## src/hw/pafm_pkg.sv

```systemverilog
// package for the port alternate-function multiplexer
package pafm_pkg;

    // register word offsets on the plain register port
    localparam logic [3:0] PAFM_OFS_A_DIR = 4'h0;
    localparam logic [3:0] PAFM_OFS_A_ENABLE = 4'h1;
    localparam logic [3:0] PAFM_OFS_B_DIR = 4'h2;
    localparam logic [3:0] PAFM_OFS_B_ENABLE = 4'h3;
    localparam logic [3:0] PAFM_OFS_B_SET_ONE = 4'h4;
    localparam logic [3:0] PAFM_OFS_B_SET_TWO = 4'h5;
    localparam logic [3:0] PAFM_OFS_C_DIR = 4'h6;
    localparam logic [3:0] PAFM_OFS_C_ENABLE = 4'h7;
    localparam logic [3:0] PAFM_OFS_C_SET_ONE = 4'h8;
    localparam logic [3:0] PAFM_OFS_C_SET_TWO = 4'h9;
    localparam logic [3:0] PAFM_OFS_STATUS = 4'hA;

    // reset values: direction all inputs, no alternate functions
    localparam logic [7:0] PAFM_RST_DIR = 8'hFF;
    localparam logic [7:0] PAFM_RST_ZERO = 8'h00;

    // port b pin three choice when set-one bit is clear
    localparam int PAFM_CLOCK_PIN = 3;
    // port c pin three choice when set-one bit is clear
    localparam int PAFM_COMPARATOR_PIN = 3;

    // per-port configuration bundle
    typedef struct packed {
        logic [7:0] dir;      // 1 = input, as in general-purpose mode
        logic [7:0] enable;   // alternate-function enable
        logic [7:0] set_one;  // function_set_one_select
        logic [7:0] set_two;  // function_set_two_select, held only
    } pafm_port_cfg_type;

    // per-port pin-side result
    typedef struct packed {
        logic [7:0] alt;      // pin in alternate-function use
        logic [7:0] oe;       // output driver enable
        logic [7:0] out;      // value toward pin
    } pafm_pin_type;

endpackage : pafm_pkg

```

## src/hw/pafm_mux.sv

```systemverilog
// alternate-function multiplexer for ports a, b and c
//
// Functional notes
// - port a has no function-set select registers
// - port a enable alone connects its function
// - port a fixed per-pin peripheral routing
// - port b set-one high gives analog roles
// - port b pin3 clock or analog; 6,7 reserved
// - set-two registers stored but ignored
// - set-one acts only while enable is set
// - port c pins0-2 analog input plus led
// - port c led drive; pin3 low comparator
// - alternate pins take direction from peripheral
// - crystal enable overrides port a pins 0,1
//
// Our own choices: the register offsets and strobed register access.
`timescale 1ns/1ps
`default_nettype none

module pafm_mux
    import pafm_pkg::*;
(
    input wire logic CLK,
    input wire logic RST,
    input wire logic CE,
    // register port
    input wire logic [3:0] REG_ADDR,
    input wire logic [7:0] REG_WDATA,
    input wire logic REG_WR,
    input wire logic REG_RD,
    output logic [7:0] REG_RDATA,
    // general-purpose output data per port
    input wire logic [7:0] GPIO_OUT_A,
    input wire logic [7:0] GPIO_OUT_B,
    input wire logic [7:0] GPIO_OUT_C,
    // crystal oscillator enable from oscillator control
    input wire logic XTAL_ENABLE,
    // peripheral drive, port a side (same clock domain)
    input wire logic TIMER_ZERO_IN_OR_COMPLEMENT_OUT,
    input wire logic TIMER_ZERO_IN_OR_COMPLEMENT_OE,
    input wire logic TIMER_ZERO_OUTPUT,
    input wire logic SERIAL_DRIVER_ENABLE,
    input wire logic SERIAL_INFRARED_TRANSMIT,
    input wire logic TIMER_ONE_IN_OR_COMPLEMENT_OUT,
    input wire logic TIMER_ONE_IN_OR_COMPLEMENT_OE,
    input wire logic TIMER_ONE_OUTPUT,
    // comparator result and led drive
    input wire logic COMPARATOR_RESULT_OUTPUT,
    input wire logic [7:0] LED_DRIVE_ON,
    // pin levels from pads, asynchronous
    input wire logic [7:0] PIN_IN_A,
    input wire logic [7:0] PIN_IN_B,
    // pin-side drive
    output logic [7:0] PIN_OUT_A,
    output logic [7:0] PIN_OE_A,
    output logic [7:0] PIN_OUT_B,
    output logic [7:0] PIN_OE_B,
    output logic [7:0] PIN_OUT_C,
    output logic [7:0] PIN_OE_C,
    // peripheral inputs recovered from pins
    output logic TIMER_ZERO_IN,
    output logic SERIAL_CLEAR_TO_SEND,
    output logic SERIAL_INFRARED_RECEIVE,
    output logic TIMER_ONE_IN,
    output logic EXTERNAL_CLOCK_INPUT,
    // analog switch closures, port c led mode and crystal pin claim
    output logic [7:0] ANALOG_CONNECT_B,
    output logic [7:0] ANALOG_CONNECT_C,
    output logic [7:0] LED_MODE_C,
    output logic XTAL_PINS_TAKEN
);

    ////////////////////////////////////////////////////////////////////////
    // configuration registers
    //
    // one byte per index on the register port:
    //   0 a dir, 1 a enable
    //   2 b dir, 3 b enable, 4 b set-one, 5 b set-two
    //   6 c dir, 7 c enable, 8 c set-one, 9 c set-two
    //   10 status, read-only: bit 0 crystal on, bit 1 clock pin chosen
    // a direction bit of 1 means input, as in general-purpose mode;
    // writes to the status index or to an unmapped index are dropped

    logic [7:0] dir_a;       // port a direction
    logic [7:0] enable_a;    // port a alternate enable
    pafm_port_cfg_type cfg_b; // port b configuration
    pafm_port_cfg_type cfg_c; // port c configuration

    // write decode, one named wire per register
    // a write takes effect only on an edge with the clock enable high
    wire wr_a_dir = REG_WR && (REG_ADDR == PAFM_OFS_A_DIR);
    wire wr_a_en = REG_WR && (REG_ADDR == PAFM_OFS_A_ENABLE);
    wire wr_b_dir = REG_WR && (REG_ADDR == PAFM_OFS_B_DIR);
    wire wr_b_en = REG_WR && (REG_ADDR == PAFM_OFS_B_ENABLE);
    wire wr_b_s1 = REG_WR && (REG_ADDR == PAFM_OFS_B_SET_ONE);
    wire wr_b_s2 = REG_WR && (REG_ADDR == PAFM_OFS_B_SET_TWO);
    wire wr_c_dir = REG_WR && (REG_ADDR == PAFM_OFS_C_DIR);
    wire wr_c_en = REG_WR && (REG_ADDR == PAFM_OFS_C_ENABLE);
    wire wr_c_s1 = REG_WR && (REG_ADDR == PAFM_OFS_C_SET_ONE);
    wire wr_c_s2 = REG_WR && (REG_ADDR == PAFM_OFS_C_SET_TWO);

    // register writes; port a deliberately has no set-one/set-two storage
    // no port a sets
    always_ff @(posedge CLK or posedge RST) begin
        if (RST) begin
            dir_a <= PAFM_RST_DIR;
            enable_a <= PAFM_RST_ZERO;
            cfg_b <= {PAFM_RST_DIR, PAFM_RST_ZERO, PAFM_RST_ZERO, PAFM_RST_ZERO};
            cfg_c <= {PAFM_RST_DIR, PAFM_RST_ZERO, PAFM_RST_ZERO, PAFM_RST_ZERO};
        end else if (CE) begin
            if (wr_a_dir) dir_a <= REG_WDATA;
            if (wr_a_en) enable_a <= REG_WDATA;
            if (wr_b_dir) cfg_b.dir <= REG_WDATA;
            if (wr_b_en) cfg_b.enable <= REG_WDATA;
            if (wr_b_s1) cfg_b.set_one <= REG_WDATA;
            if (wr_b_s2) cfg_b.set_two <= REG_WDATA;
            if (wr_c_dir) cfg_c.dir <= REG_WDATA;
            if (wr_c_en) cfg_c.enable <= REG_WDATA;
            if (wr_c_s1) cfg_c.set_one <= REG_WDATA;
            if (wr_c_s2) cfg_c.set_two <= REG_WDATA;
        end
    end

    ////////////////////////////////////////////////////////////////////////
    // pin synchronisers: two stages before any logic reads a pad
    // the pads move with no regard to CLK, so the first stage may go
    // metastable; only the second stage feeds routing. the price is a
    // three-edge lag from pad to peripheral input, fine for these pins

    logic [7:0] sync1_a; // first stage, read only by sync2_a
    logic [7:0] sync2_a;
    logic [7:0] sync1_b; // first stage, read only by sync2_b
    logic [7:0] sync2_b;

    // double-flop the pad levels
    // both stages reset low; nothing edge-sensitive reads them
    always_ff @(posedge CLK or posedge RST) begin
        if (RST) begin
            sync1_a <= PAFM_RST_ZERO;
            sync2_a <= PAFM_RST_ZERO;
            sync1_b <= PAFM_RST_ZERO;
            sync2_b <= PAFM_RST_ZERO;
        end else if (CE) begin
            sync1_a <= PIN_IN_A;
            sync2_a <= sync1_a;
            sync1_b <= PIN_IN_B;
            sync2_b <= sync1_b;
        end
    end

    ////////////////////////////////////////////////////////////////////////
    // port a routing
    //
    // each pin has exactly one peripheral, so the enable bit alone routes
    // it. pins 0 and 6 carry a timer input or its complemented output; the
    // timer's mode picks which, and its own driver enable tells us here.
    // the crystal claim wins over everything on pins 0 and 1.

    // crystal claims pins 0 and 1 whatever the port settings say
    // crystal override
    wire [7:0] xtal_mask = XTAL_ENABLE ? 8'h03 : 8'h00;
    wire [7:0] alt_a = enable_a & ~xtal_mask;

    // peripheral output values per pin, pin order 7..0
    // port a map
    wire [7:0] per_out_a = {TIMER_ONE_OUTPUT, TIMER_ONE_IN_OR_COMPLEMENT_OUT,
                            SERIAL_INFRARED_TRANSMIT, 1'b0, 1'b0,
                            SERIAL_DRIVER_ENABLE, TIMER_ZERO_OUTPUT,
                            TIMER_ZERO_IN_OR_COMPLEMENT_OUT};
    // pins 3 and 4 are pure inputs, so their driver stays off
    // peripheral driver enables: inputs drive nothing, outputs always drive
    // peripheral direction
    wire [7:0] per_oe_a = {1'b1, TIMER_ONE_IN_OR_COMPLEMENT_OE, 1'b1, 1'b0,
                           1'b0, 1'b1, 1'b1, TIMER_ZERO_IN_OR_COMPLEMENT_OE};

    wire [7:0] next_out_a = (alt_a & per_out_a) | (~alt_a & GPIO_OUT_A);
    // crystal pins are released from the digital driver
    wire [7:0] next_oe_a = ((alt_a & per_oe_a) | (~enable_a & ~dir_a)) & ~xtal_mask;

    ////////////////////////////////////////////////////////////////////////
    // port b routing
    //
    // set-one picks between two roles per pin, and only while enabled.
    // every role here is analog or an input, so no pin ever drives
    // digitally in alternate use. pins 6 and 7 offer only reserved roles;
    // enabling them is a software error and leaves them idle.

    wire [7:0] alt_b = cfg_b.enable;
    // analog on pins 0..5 with set-one high; 6 and 7 have none
    // port b analog
    wire [7:0] analog_b = alt_b & cfg_b.set_one & 8'h3F;
    // clock input on pin three with set-one low
    // clock pin
    wire clock_sel = alt_b[PAFM_CLOCK_PIN] & ~cfg_b.set_one[PAFM_CLOCK_PIN];
    // no port b function drives digitally; reserved choices leave driver off
    // reserved idle
    wire [7:0] next_oe_b = ~alt_b & ~cfg_b.dir;
    wire [7:0] next_out_b = ~alt_b & GPIO_OUT_B;

    ////////////////////////////////////////////////////////////////////////
    // port c routing
    //
    // set-one high gives led sinking on every pin, plus analog on 0..2.
    // set-one low is reserved except on pin 3, the comparator output.
    // the led is wired anode to supply, so lighting means driving low.

    wire [7:0] alt_c = cfg_c.enable;
    // analog on pins 0..2 with set-one high
    // port c analog
    wire [7:0] analog_c = alt_c & cfg_c.set_one & 8'h07;
    // led drive on all pins with set-one high
    // led and comparator
    wire [7:0] led_c = alt_c & cfg_c.set_one;
    wire comp_sel = alt_c[PAFM_COMPARATOR_PIN] & ~cfg_c.set_one[PAFM_COMPARATOR_PIN];
    wire [7:0] comp_mask = {4'h0, comp_sel, 3'h0};
    // led sinks current: drive low while lit
    wire [7:0] next_oe_c = (~alt_c & ~cfg_c.dir) | comp_mask | (led_c & LED_DRIVE_ON);
    wire [7:0] next_out_c = (~alt_c & GPIO_OUT_C) | (comp_mask & {8{COMPARATOR_RESULT_OUTPUT}});

    // status collects the two facts software checks before switching
    // the system clock over to the external pin
    // set-two contents never enter the routing above
    // set two ignored
    wire [7:0] status = {6'h00, clock_sel, XTAL_ENABLE};

    ////////////////////////////////////////////////////////////////////////
    // read mux: set-two registers read back as written
    // a plain decode; reads have no side effects, so a stray read strobe
    // is harmless

    logic [7:0] rd_mux;
    always_comb begin
        case (REG_ADDR)
            PAFM_OFS_A_DIR: rd_mux = dir_a;
            PAFM_OFS_A_ENABLE: rd_mux = enable_a;
            PAFM_OFS_B_DIR: rd_mux = cfg_b.dir;
            PAFM_OFS_B_ENABLE: rd_mux = cfg_b.enable;
            PAFM_OFS_B_SET_ONE: rd_mux = cfg_b.set_one;
            PAFM_OFS_B_SET_TWO: rd_mux = cfg_b.set_two;
            PAFM_OFS_C_DIR: rd_mux = cfg_c.dir;
            PAFM_OFS_C_ENABLE: rd_mux = cfg_c.enable;
            PAFM_OFS_C_SET_ONE: rd_mux = cfg_c.set_one;
            PAFM_OFS_C_SET_TWO: rd_mux = cfg_c.set_two;
            PAFM_OFS_STATUS: rd_mux = status;
            default: rd_mux = PAFM_RST_ZERO; // unmapped reads zero
        endcase
    end

    ////////////////////////////////////////////////////////////////////////
    // registered outputs: one cycle behind configuration
    // every pin-side signal leaves through a flop so pad timing does not
    // depend on decode depth. the cost is one cycle from a register write
    // to the pin, which software never sees because writes are posted.
    // a low clock enable freezes these flops with the configuration.

    always_ff @(posedge CLK or posedge RST) begin
        if (RST) begin
            REG_RDATA <= PAFM_RST_ZERO;
            PIN_OUT_A <= PAFM_RST_ZERO;
            PIN_OE_A <= PAFM_RST_ZERO;
            PIN_OUT_B <= PAFM_RST_ZERO;
            PIN_OE_B <= PAFM_RST_ZERO;
            PIN_OUT_C <= PAFM_RST_ZERO;
            PIN_OE_C <= PAFM_RST_ZERO;
            TIMER_ZERO_IN <= 1'b0;
            SERIAL_CLEAR_TO_SEND <= 1'b0;
            SERIAL_INFRARED_RECEIVE <= 1'b0;
            TIMER_ONE_IN <= 1'b0;
            EXTERNAL_CLOCK_INPUT <= 1'b0;
            ANALOG_CONNECT_B <= PAFM_RST_ZERO;
            ANALOG_CONNECT_C <= PAFM_RST_ZERO;
            LED_MODE_C <= PAFM_RST_ZERO;
            XTAL_PINS_TAKEN <= 1'b0;
        end else if (CE) begin
            // read data valid only in the cycle after the strobe
            REG_RDATA <= REG_RD ? rd_mux : PAFM_RST_ZERO;
            PIN_OUT_A <= next_out_a;
            PIN_OE_A <= next_oe_a;
            PIN_OUT_B <= next_out_b;
            PIN_OE_B <= next_oe_b;
            PIN_OUT_C <= next_out_c;
            PIN_OE_C <= next_oe_c;
            // inputs read as zero unless their pin is in alternate use
            TIMER_ZERO_IN <= alt_a[0] & sync2_a[0];
            SERIAL_CLEAR_TO_SEND <= alt_a[3] & sync2_a[3];
            SERIAL_INFRARED_RECEIVE <= alt_a[4] & sync2_a[4];
            TIMER_ONE_IN <= alt_a[6] & sync2_a[6];
            // clock is a sampled level here; the oscillator block takes it
            // clock source path
            EXTERNAL_CLOCK_INPUT <= clock_sel & sync2_b[PAFM_CLOCK_PIN];
            ANALOG_CONNECT_B <= analog_b;
            ANALOG_CONNECT_C <= analog_c;
            LED_MODE_C <= led_c;
            XTAL_PINS_TAKEN <= XTAL_ENABLE;
        end
    end

endmodule : pafm_mux

`default_nettype wire

```

## config.mk

```make
export PLATFORM = sky130hd
export DESIGN_NAME = pafm_mux
export DESIGN_NICKNAME = d
export VERILOG_FILES = /design/src/hw/pafm_pkg.sv /design/src/hw/pafm_mux.sv
export SDC_FILE = /design/constraint.sdc
export NUM_CORES = 1
export LEC_CHECK = 0
export BUFFER_PORTS_ARGS = -buffer_cell sky130_fd_sc_hd__buf_4
export CAP_MARGIN = 20
export CORE_UTILIZATION = 49
export DETAILED_ROUTE_END_ITERATION = 7
export GPL_TIMING_DRIVEN = 0
export PLACE_DENSITY = 0.76
export REMOVE_ABC_BUFFERS = 1
export SLEW_MARGIN = 20
export SYNTH_ARGS = -nofsm -noshare
export SYNTH_HDL_FRONTEND = slang
export SYNTH_SLANG_ARGS = --single-unit
```

## constraint.sdc

```tcl
create_clock -name CLK -period 4.1 [get_ports CLK]
set_input_delay 0 -clock CLK [delete_from_list [all_inputs] [get_ports CLK]]
set_output_delay 0 -clock CLK [all_outputs]
set_load 0.01 [all_outputs]
```

==> results.md, run 1 <==
* Status: finished, final reports clean
* Final core utilization at 65.3%
* # hold bufs at CTS at 56
* RSZ-0062 raised after global routing: no
* Routed vias at 5709
* Top_reg_cell synth: dfrtp_1
* Maxcap violations at 0
* Htree depth at 4
* Mux share of post-synthesis cell area at 18.3%
* Die Y at 126 um
* Worst-margin pin slew at 1.15 ns
* R2R Path End: PIN_OUT_A[0]$_DFFE_PP0P_
* Setup crit start: CE
* Largest net degree at the start of global routing at 147
* Most frequent cell after synthesis: dfrtp_1
* Crit path capture type: flip-flop
* HP Class: input pin to flip-flop
* Synth Area in Adders at 0%
* Seq/Total Area, Yosys at 55.1%
* Post-CTS Resized at 0
* Setup Crit Path Kind: input pin to flip-flop
* Number of remaining DRC errors at 0
* Biggest regs: cfg_b (24), cfg_c (24)
* Worst reg2reg path depth at 4
* Synth Area in Compound Gates at 9.97%
* Die X at 126 um
* Post-route insts no fill at 1032
* Synth top area share at 46.8%
* Worst Skew at 0.00736 ns
* Crit path time final at 2.11 ns
* Num CTS Buffers at 17
* XOR/XNOR Fraction of Synth Area at 0%
* Relative slew slack at 23.3%
* Setup Viol. Count Final at 0
* Seq cells post-synth at 166
* Avg WL per Cell at 18.0 um
* DRT iter0 DRCs at 364
* Die area at 0.0160 mm^2
* Post-DR vias/cell at 5.53
* Clock slew at reported path FFs at 0.06 ns
* Lkg Pwr at 4.43 nW
* Drt pass-1 iters at 5
* Most frequent cells after synthesis: dfrtp_1 (142), mux2_2 (105), inv_1 (49), o21ai_0 (46), nor2_1 (45)
* Initial antenna violation count at 0
* Syn Area/Cell at 11.5 um^2
* Overflow after GRT at 0
* Total power draw at 4.82 mW
* First-pass GRT wire length at 29.8 mm
* Post-CTS setup buffers at 0
* GP Congestion at 0.799
* Register-to-register setup slack at 2.42 ns
* Row cnt at 45
* Synth area leader: dfrtp_1
* Slew Viols, Final at 0
* Crit start category: input pin
* Port Buffers at 142
* Area Overhead vs Synth at 30.2%
* Synth Warn # at 0
* Max Fclk at 0.475 GHz
* Post-route ant nets at 0
* VDD IR max at 0.301 mV
* CTS tree: yes
* Setup_tns at 0 ns
* Combinational family with the most area after synthesis: multiplexers
* Post-synthesis cell area at 0.00759 mm^2
* Syn Inst Count at 659
* DP Wirelength at 11.6 mm
* Bufs on Longest Clock Path at 2
* Cells after DPL at 946
* Tot GR Track Use at 24.3%
* # diodes at 0
* Drt total wl at 18.6 mm
* Final worst-path cycle share at 51.3%
* Share of layout cells above drive strength 1 at 37.7%
* Min-Delay Startpoint: REG_ADDR[3]
* Post-synth ARST share at 100%
* Nets@finish at 908
* Vias in the first global route at 5745
* Clock Latency Late Sink at 0.43 ns
* I/O pins at 161
* Clock sinks at 166
* Root buf cell: clkbuf_16
* EDFF count, synth at 0
* Core Box Area at 0.0151 mm^2
* Initial Util at 50.1%
* Area contributors post-synth: dfrtp_1 (47%), mux2_2 (16%), dfstp_2 (8.3%)
* Synth cell types at 53
* CP max FO at 146
* Worst r2r src: enable_a[0]$_DFFE_PP0P_
* WP data required at 4.41 ns
* Critical Path End: cfg_c[9]$_DFFE_PP0P_
* Power per cell area at 487 mW/mm^2
* Simple-Gate Fraction of Synth Area at 10.7%
* Hold Fails Final Rpt at 0
* WP data arrival at 2.41 ns
## cells by family after synthesis
family | Yosys count
muxes | 123
buffers and inverters | 100
other | 1
AOI/OAI and AO/OA | 123
and+or+nand+nor | 146
DFF | 166
## cells in the final DEF, fill, tap and decap left out, types with 3 or more instances in the layout
cell type	count
dfrtp_1	142
buf_4	141
mux2_2	105
dlygate4sd3_1	56
inv_1	48
o21ai_0	46
nor2_1	45
dfstp_2	24
nand3_1	23
a21oi_1	23
nand3b_1	21
clkbuf_16	17
nand2_1	16
mux2i_1	16
nor2b_1	14
a31oi_1	14
nand2b_1	8
o22ai_1	8
conb_1	7
a22oi_1	5
bufinv_16	5
clkinv_2	5
nand4_1	3
a31o_2	3
a221oi_1	3
a32oi_1	3
## worst max-delay path: stages
cell and delay (ns):
buf_6 0.60, nand2_1 0.35, nor3_2 0.33, nand2_1 0.14
nor2_4 0.32, mux2_2 0.39
## stage by stage
| stage | setup WS (ns) | cell area, um^2 | hold slack [ns] |
|---|---|---|---|
| 6_report | 1.99 | 9890 | 0.0543 |
| 3_3_place_gp | -1.96 | 8650 | 0.234 |
| 2_1_floorplan | -0.350 | 7350 | 0.0847 |
| 4_1_cts | 2.14 | 9890 | 0.0319 |
| 3_5_place_dp | 1.70 | 8700 | 0.0618 |
| 5_1_grt | 1.96 | 9890 | 0.0682 |
## per-layer routing
metal | share of wire (%) | vias up | track usage [%]
li1 | - | 2662 | -
met1 | 43 | 2794 | 31.6
met2 | 49 | 213 | 39.3
met3 | 5.8 | 40 | 5.57
met4 | 2.5 | 0 | 10.6
met5 | 0 | - | 0
## power breakdown
group | switching (mW) | total, mW | internal (mW)
sequential | 0.226 | 2.19 | 1.96
clock | 0.620 | 1.70 | 1.08
combinational | 0.409 | 0.928 | 0.519
## layout make-up
cell class                 count  area, um^2
fill                        1137        5260
sequential                   166        4180
multi-input combinational    399        2990
timing repair buffer         200        1670
clock buffer                  19         443
tap                          188         235
inverter                      49         191
clock inverter                11         183
## how the worst min path moves through the flow
stage | endpoint | slack [ns] | cells after the start
floorplan | PIN_OE_A[6]$_DFFE_PP0P_ | 0.08 | 1
global placement | sync1_a[6]$_DFFE_PP0P_ | 0.23 | 2
detailed placement | alt_c[3]$_DFFE_PP0P_ | 0.06 | 2
CTS | REG_RDATA[3]$_DFFE_PP0P_ | 0.03 | 2
global route | REG_RDATA[3]$_DFFE_PP0P_ | 0.07 | 2
finish | REG_RDATA[3]$_DFFE_PP0P_ | 0.05 | 2
Power figures use the tool's default switching activity.
==> inputs of run 2 (changes only) <==
- clock period: 4.1 -> 1.7 ns (I/O delays scaled with it)
==> results.md, run 2 (same netlist as run 1, synthesis figures left out) <==
* Seq pwr share at 45.3% (about the same)
* Tot GR Track Use at 24.3% (about the same)
* Worst reg2reg path depth at 4 (unchanged)
* Register-to-register setup slack at 0.11 ns (-2.31 ns)
* Root buf cell: clkbuf_16
* Avg WL per Cell at 18.1 um (+0.55%)
* Final core utilization at 65.7% (+0.37 points)
* Internal Pwr Total at 8.60 mW (+140%)
* Overflow after GRT at 0 (unchanged)
* Post-DR vias/cell at 5.55 (+0.28%)
* Initial antenna violation count at 0 (unchanged)
* Die X at 126 um (unchanged)
* Worst-margin pin slew at 0.876 ns (-0.274 ns)
* Violated checks: setup timing
* R2R Path End: PIN_OUT_A[0]$_DFFE_PP0P_
* Final worst-path cycle share at 100%
* Bufs on Longest Clock Path at 2 (unchanged)
* Nets@finish at 910 (+0.22%)
* Clock slew at reported path FFs at 0.06 ns (about the same)
* GP Congestion at 0.799 (unchanged)
* Clock sinks at 166 (unchanged)
* Seq. cell area at 0.00418 mm^2 (unchanged)
* DP Wirelength at 11.6 mm (unchanged)
* Max Fclk at 0.586 GHz
* Drt total wl at 18.7 mm (+0.74%)
* Final WS setup at -0.00553 ns (-2.00 ns)
* Setup Crit Path Kind: input pin to flip-flop
* Clock Latency Late Sink at 0.43 ns (about the same)
* Crit path time final at 1.71 ns
* Min-Delay Endpoint: PIN_OE_C[1]$_DFFE_PP0P_
* First-pass GRT wire length at 29.8 mm (about the same)
* Htree depth at 4 (unchanged)
* Die area at 0.0160 mm^2 (unchanged)
* Setup_tns at -0.00663 ns (-0.00663 ns)
* HP Class: input pin to flip-flop
* Lkg Pwr at 4.45 nW (+0.56%)
* Multi-input gate area at 0.00300 mm^2 (+0.42%)
* WP data required at 2.01 ns (-2.40 ns)
* Net Switching at 3.03 mW (+140%)
* Core Box Area at 0.0151 mm^2 (unchanged)
* CP max FO at 146 (unchanged)
* Relative slew slack at 41.5% (+18 points)
* Combinational power share at 19.3% (about the same)
* Biggest regs: cfg_b (24), cfg_c (24)
* Power per cell area at 1170 mW/mm^2 (+140%)
* DRT iter0 DRCs at 358 (-1.6%)
* WP data arrival at 2.01 ns (-0.40 ns)
* Crit path capture type: flip-flop
* Largest net degree at the start of global routing at 147 (unchanged)
* Routed vias at 5736 (+0.47%)
* Status: finished, violations left
* Hold path cells at 2 (unchanged)
* Share of layout cells above drive strength 1 at 37.9% (+0.27 points)
* Post-route ant nets at 0 (unchanged)
* # diodes at 0 (unchanged)
* Number of remaining DRC errors at 0 (unchanged)
* Fillers at 1126 (-0.97%)
* Num CTS Buffers at 17 (unchanged)
* Slew Viols, Final at 0 (unchanged)
* RSZ-0062 raised after global routing: no
* Drt pass-1 iters at 5 (unchanged)
* Final instance area at 0.00995 mm^2 (+0.57%)
* Initial Util at 50.1% (unchanged)
* Vias in the first global route at 5740 (-0.087%)
* CTS tree: yes
* Cells after DPL at 946 (unchanged)
* Area Overhead vs Synth at 31.0%
* Crit start category: input pin
* Maxcap violations at 0 (unchanged)
* Hold Fails Final Rpt at 0 (unchanged)
* Die Y at 126 um (unchanged)
* Post-route insts no fill at 1034 (+0.19%)
* Placed inst area at 0.00870 mm^2 (unchanged)
* Row cnt at 45 (unchanged)
* Most frequent cells in the layout: dfrtp_1 (142), buf_4 (142), mux2_2 (105)
* Port Buffers at 142 (unchanged)
* Min-Delay Startpoint: CE
* I/O pins at 161 (unchanged)
* Worst Skew at 0.00686 ns (-0.000501 ns)
* Setup Viol. Count Final at 2 (+2)
* Sw Share at 26.1% (about the same)
* Clock network power share at 35.3% (about the same)
* VDD IR max at 0.725 mV (+140%)
* Worst r2r src: enable_a[0]$_DFFE_PP0P_
==> run 2: cell count changes in the layout (fill, tap and decap cells not counted) <==
cell / before / now
buf_12: 0 / 1
nor2_4: 1 / 2
nand2b_4: 0 / 1
nor2_2: 2 / 1
buf_6: 2 / 1
buf_16: 1 / 2
nand2b_1: 8 / 7
buf_4: 141 / 142
==> run 2: stage by stage <==
step | setup WS (ns) | hold slack [ns] | power, mW
floorplan | -2.75 | 0.0847 | 6.36
detailed placement | -0.695 | 0.0618 | 7.44
CTS | 0.00421 | 0.0319 | 11.7
global route | 0.0376 | 0.0682 | 12.1
global placement | -4.36 | 0.234 | 7.31
finish | -0.00553 | 0.00563 | 11.6
==> run 2: how the worst max path moves through the flow <==
stage | from | to | slack [ns] | cells past startpoint
finish | CE | cfg_c[9]$_DFFE_PP0P_ | -0.006 | 6
CTS | REG_ADDR[2] | alt_c[4]$_DFFE_PP0P_ | 0.004 | 5
floorplan | RST | ANALOG_CONNECT_B[0]$_DFFE_PP0P_ | -2.75 | 1
global route | CE | cfg_c[9]$_DFFE_PP0P_ | 0.04 | 6
detailed placement | CE | cfg_c[11]$_DFFE_PP0P_ | -0.70 | 6
global placement | RST | sync1_a[0]$_DFFE_PP0P_ | -4.36 | 2
==> run 2: per-layer routing <==
layer	routed length [um]	up-vias	track usage, %
met2	9060	220	39.3
met3	1130	43	5.57
li1	-	2655	-
met4	488	0	10.6
met5	0	-	0
met1	8010	2818	31.6
==> run 2: area by class of cell <==
type                            instances  area share (%)
Tap cell                              188            2.36
Clock buffer                           19            4.45
Timing Repair Buffer                  202            17.2
Clock inverter                         11            1.84
Sequential cell                       166            42.1
Inverter                               49            1.92
Multi-Input combinational cell        399            30.1
==> run 2: timing repair <==
item,CTS,global route
gates cloned,0,0
buffers inserted,0,2
hold buffers,56,0
endpoints found under the setup margin,68,25
endpoints found under the hold margin,182,0
gates resized for setup,2,3
pin swaps,0,2
==> run 2: critical path, stage by stage <==
cell and delay (ns):
buf_16 0.28, nand2_1 0.30, nor3_2 0.31, nand2_1 0.14, nor2_4 0.32, mux2_2 0.39
==> run 2: power by group through the flow <==
stage | Clock [mW] | Combinational, mW | Sequential, mW
2_1_floorplan | 0 | 1.05 | 5.31
3_3_place_gp | 0 | 2.03 | 5.28
3_5_place_dp | 0 | 2.11 | 5.32
4_1_cts | 4.18 | 2.25 | 5.27
5_1_grt | 4.33 | 2.45 | 5.37
6_report | 4.11 | 2.25 | 5.27
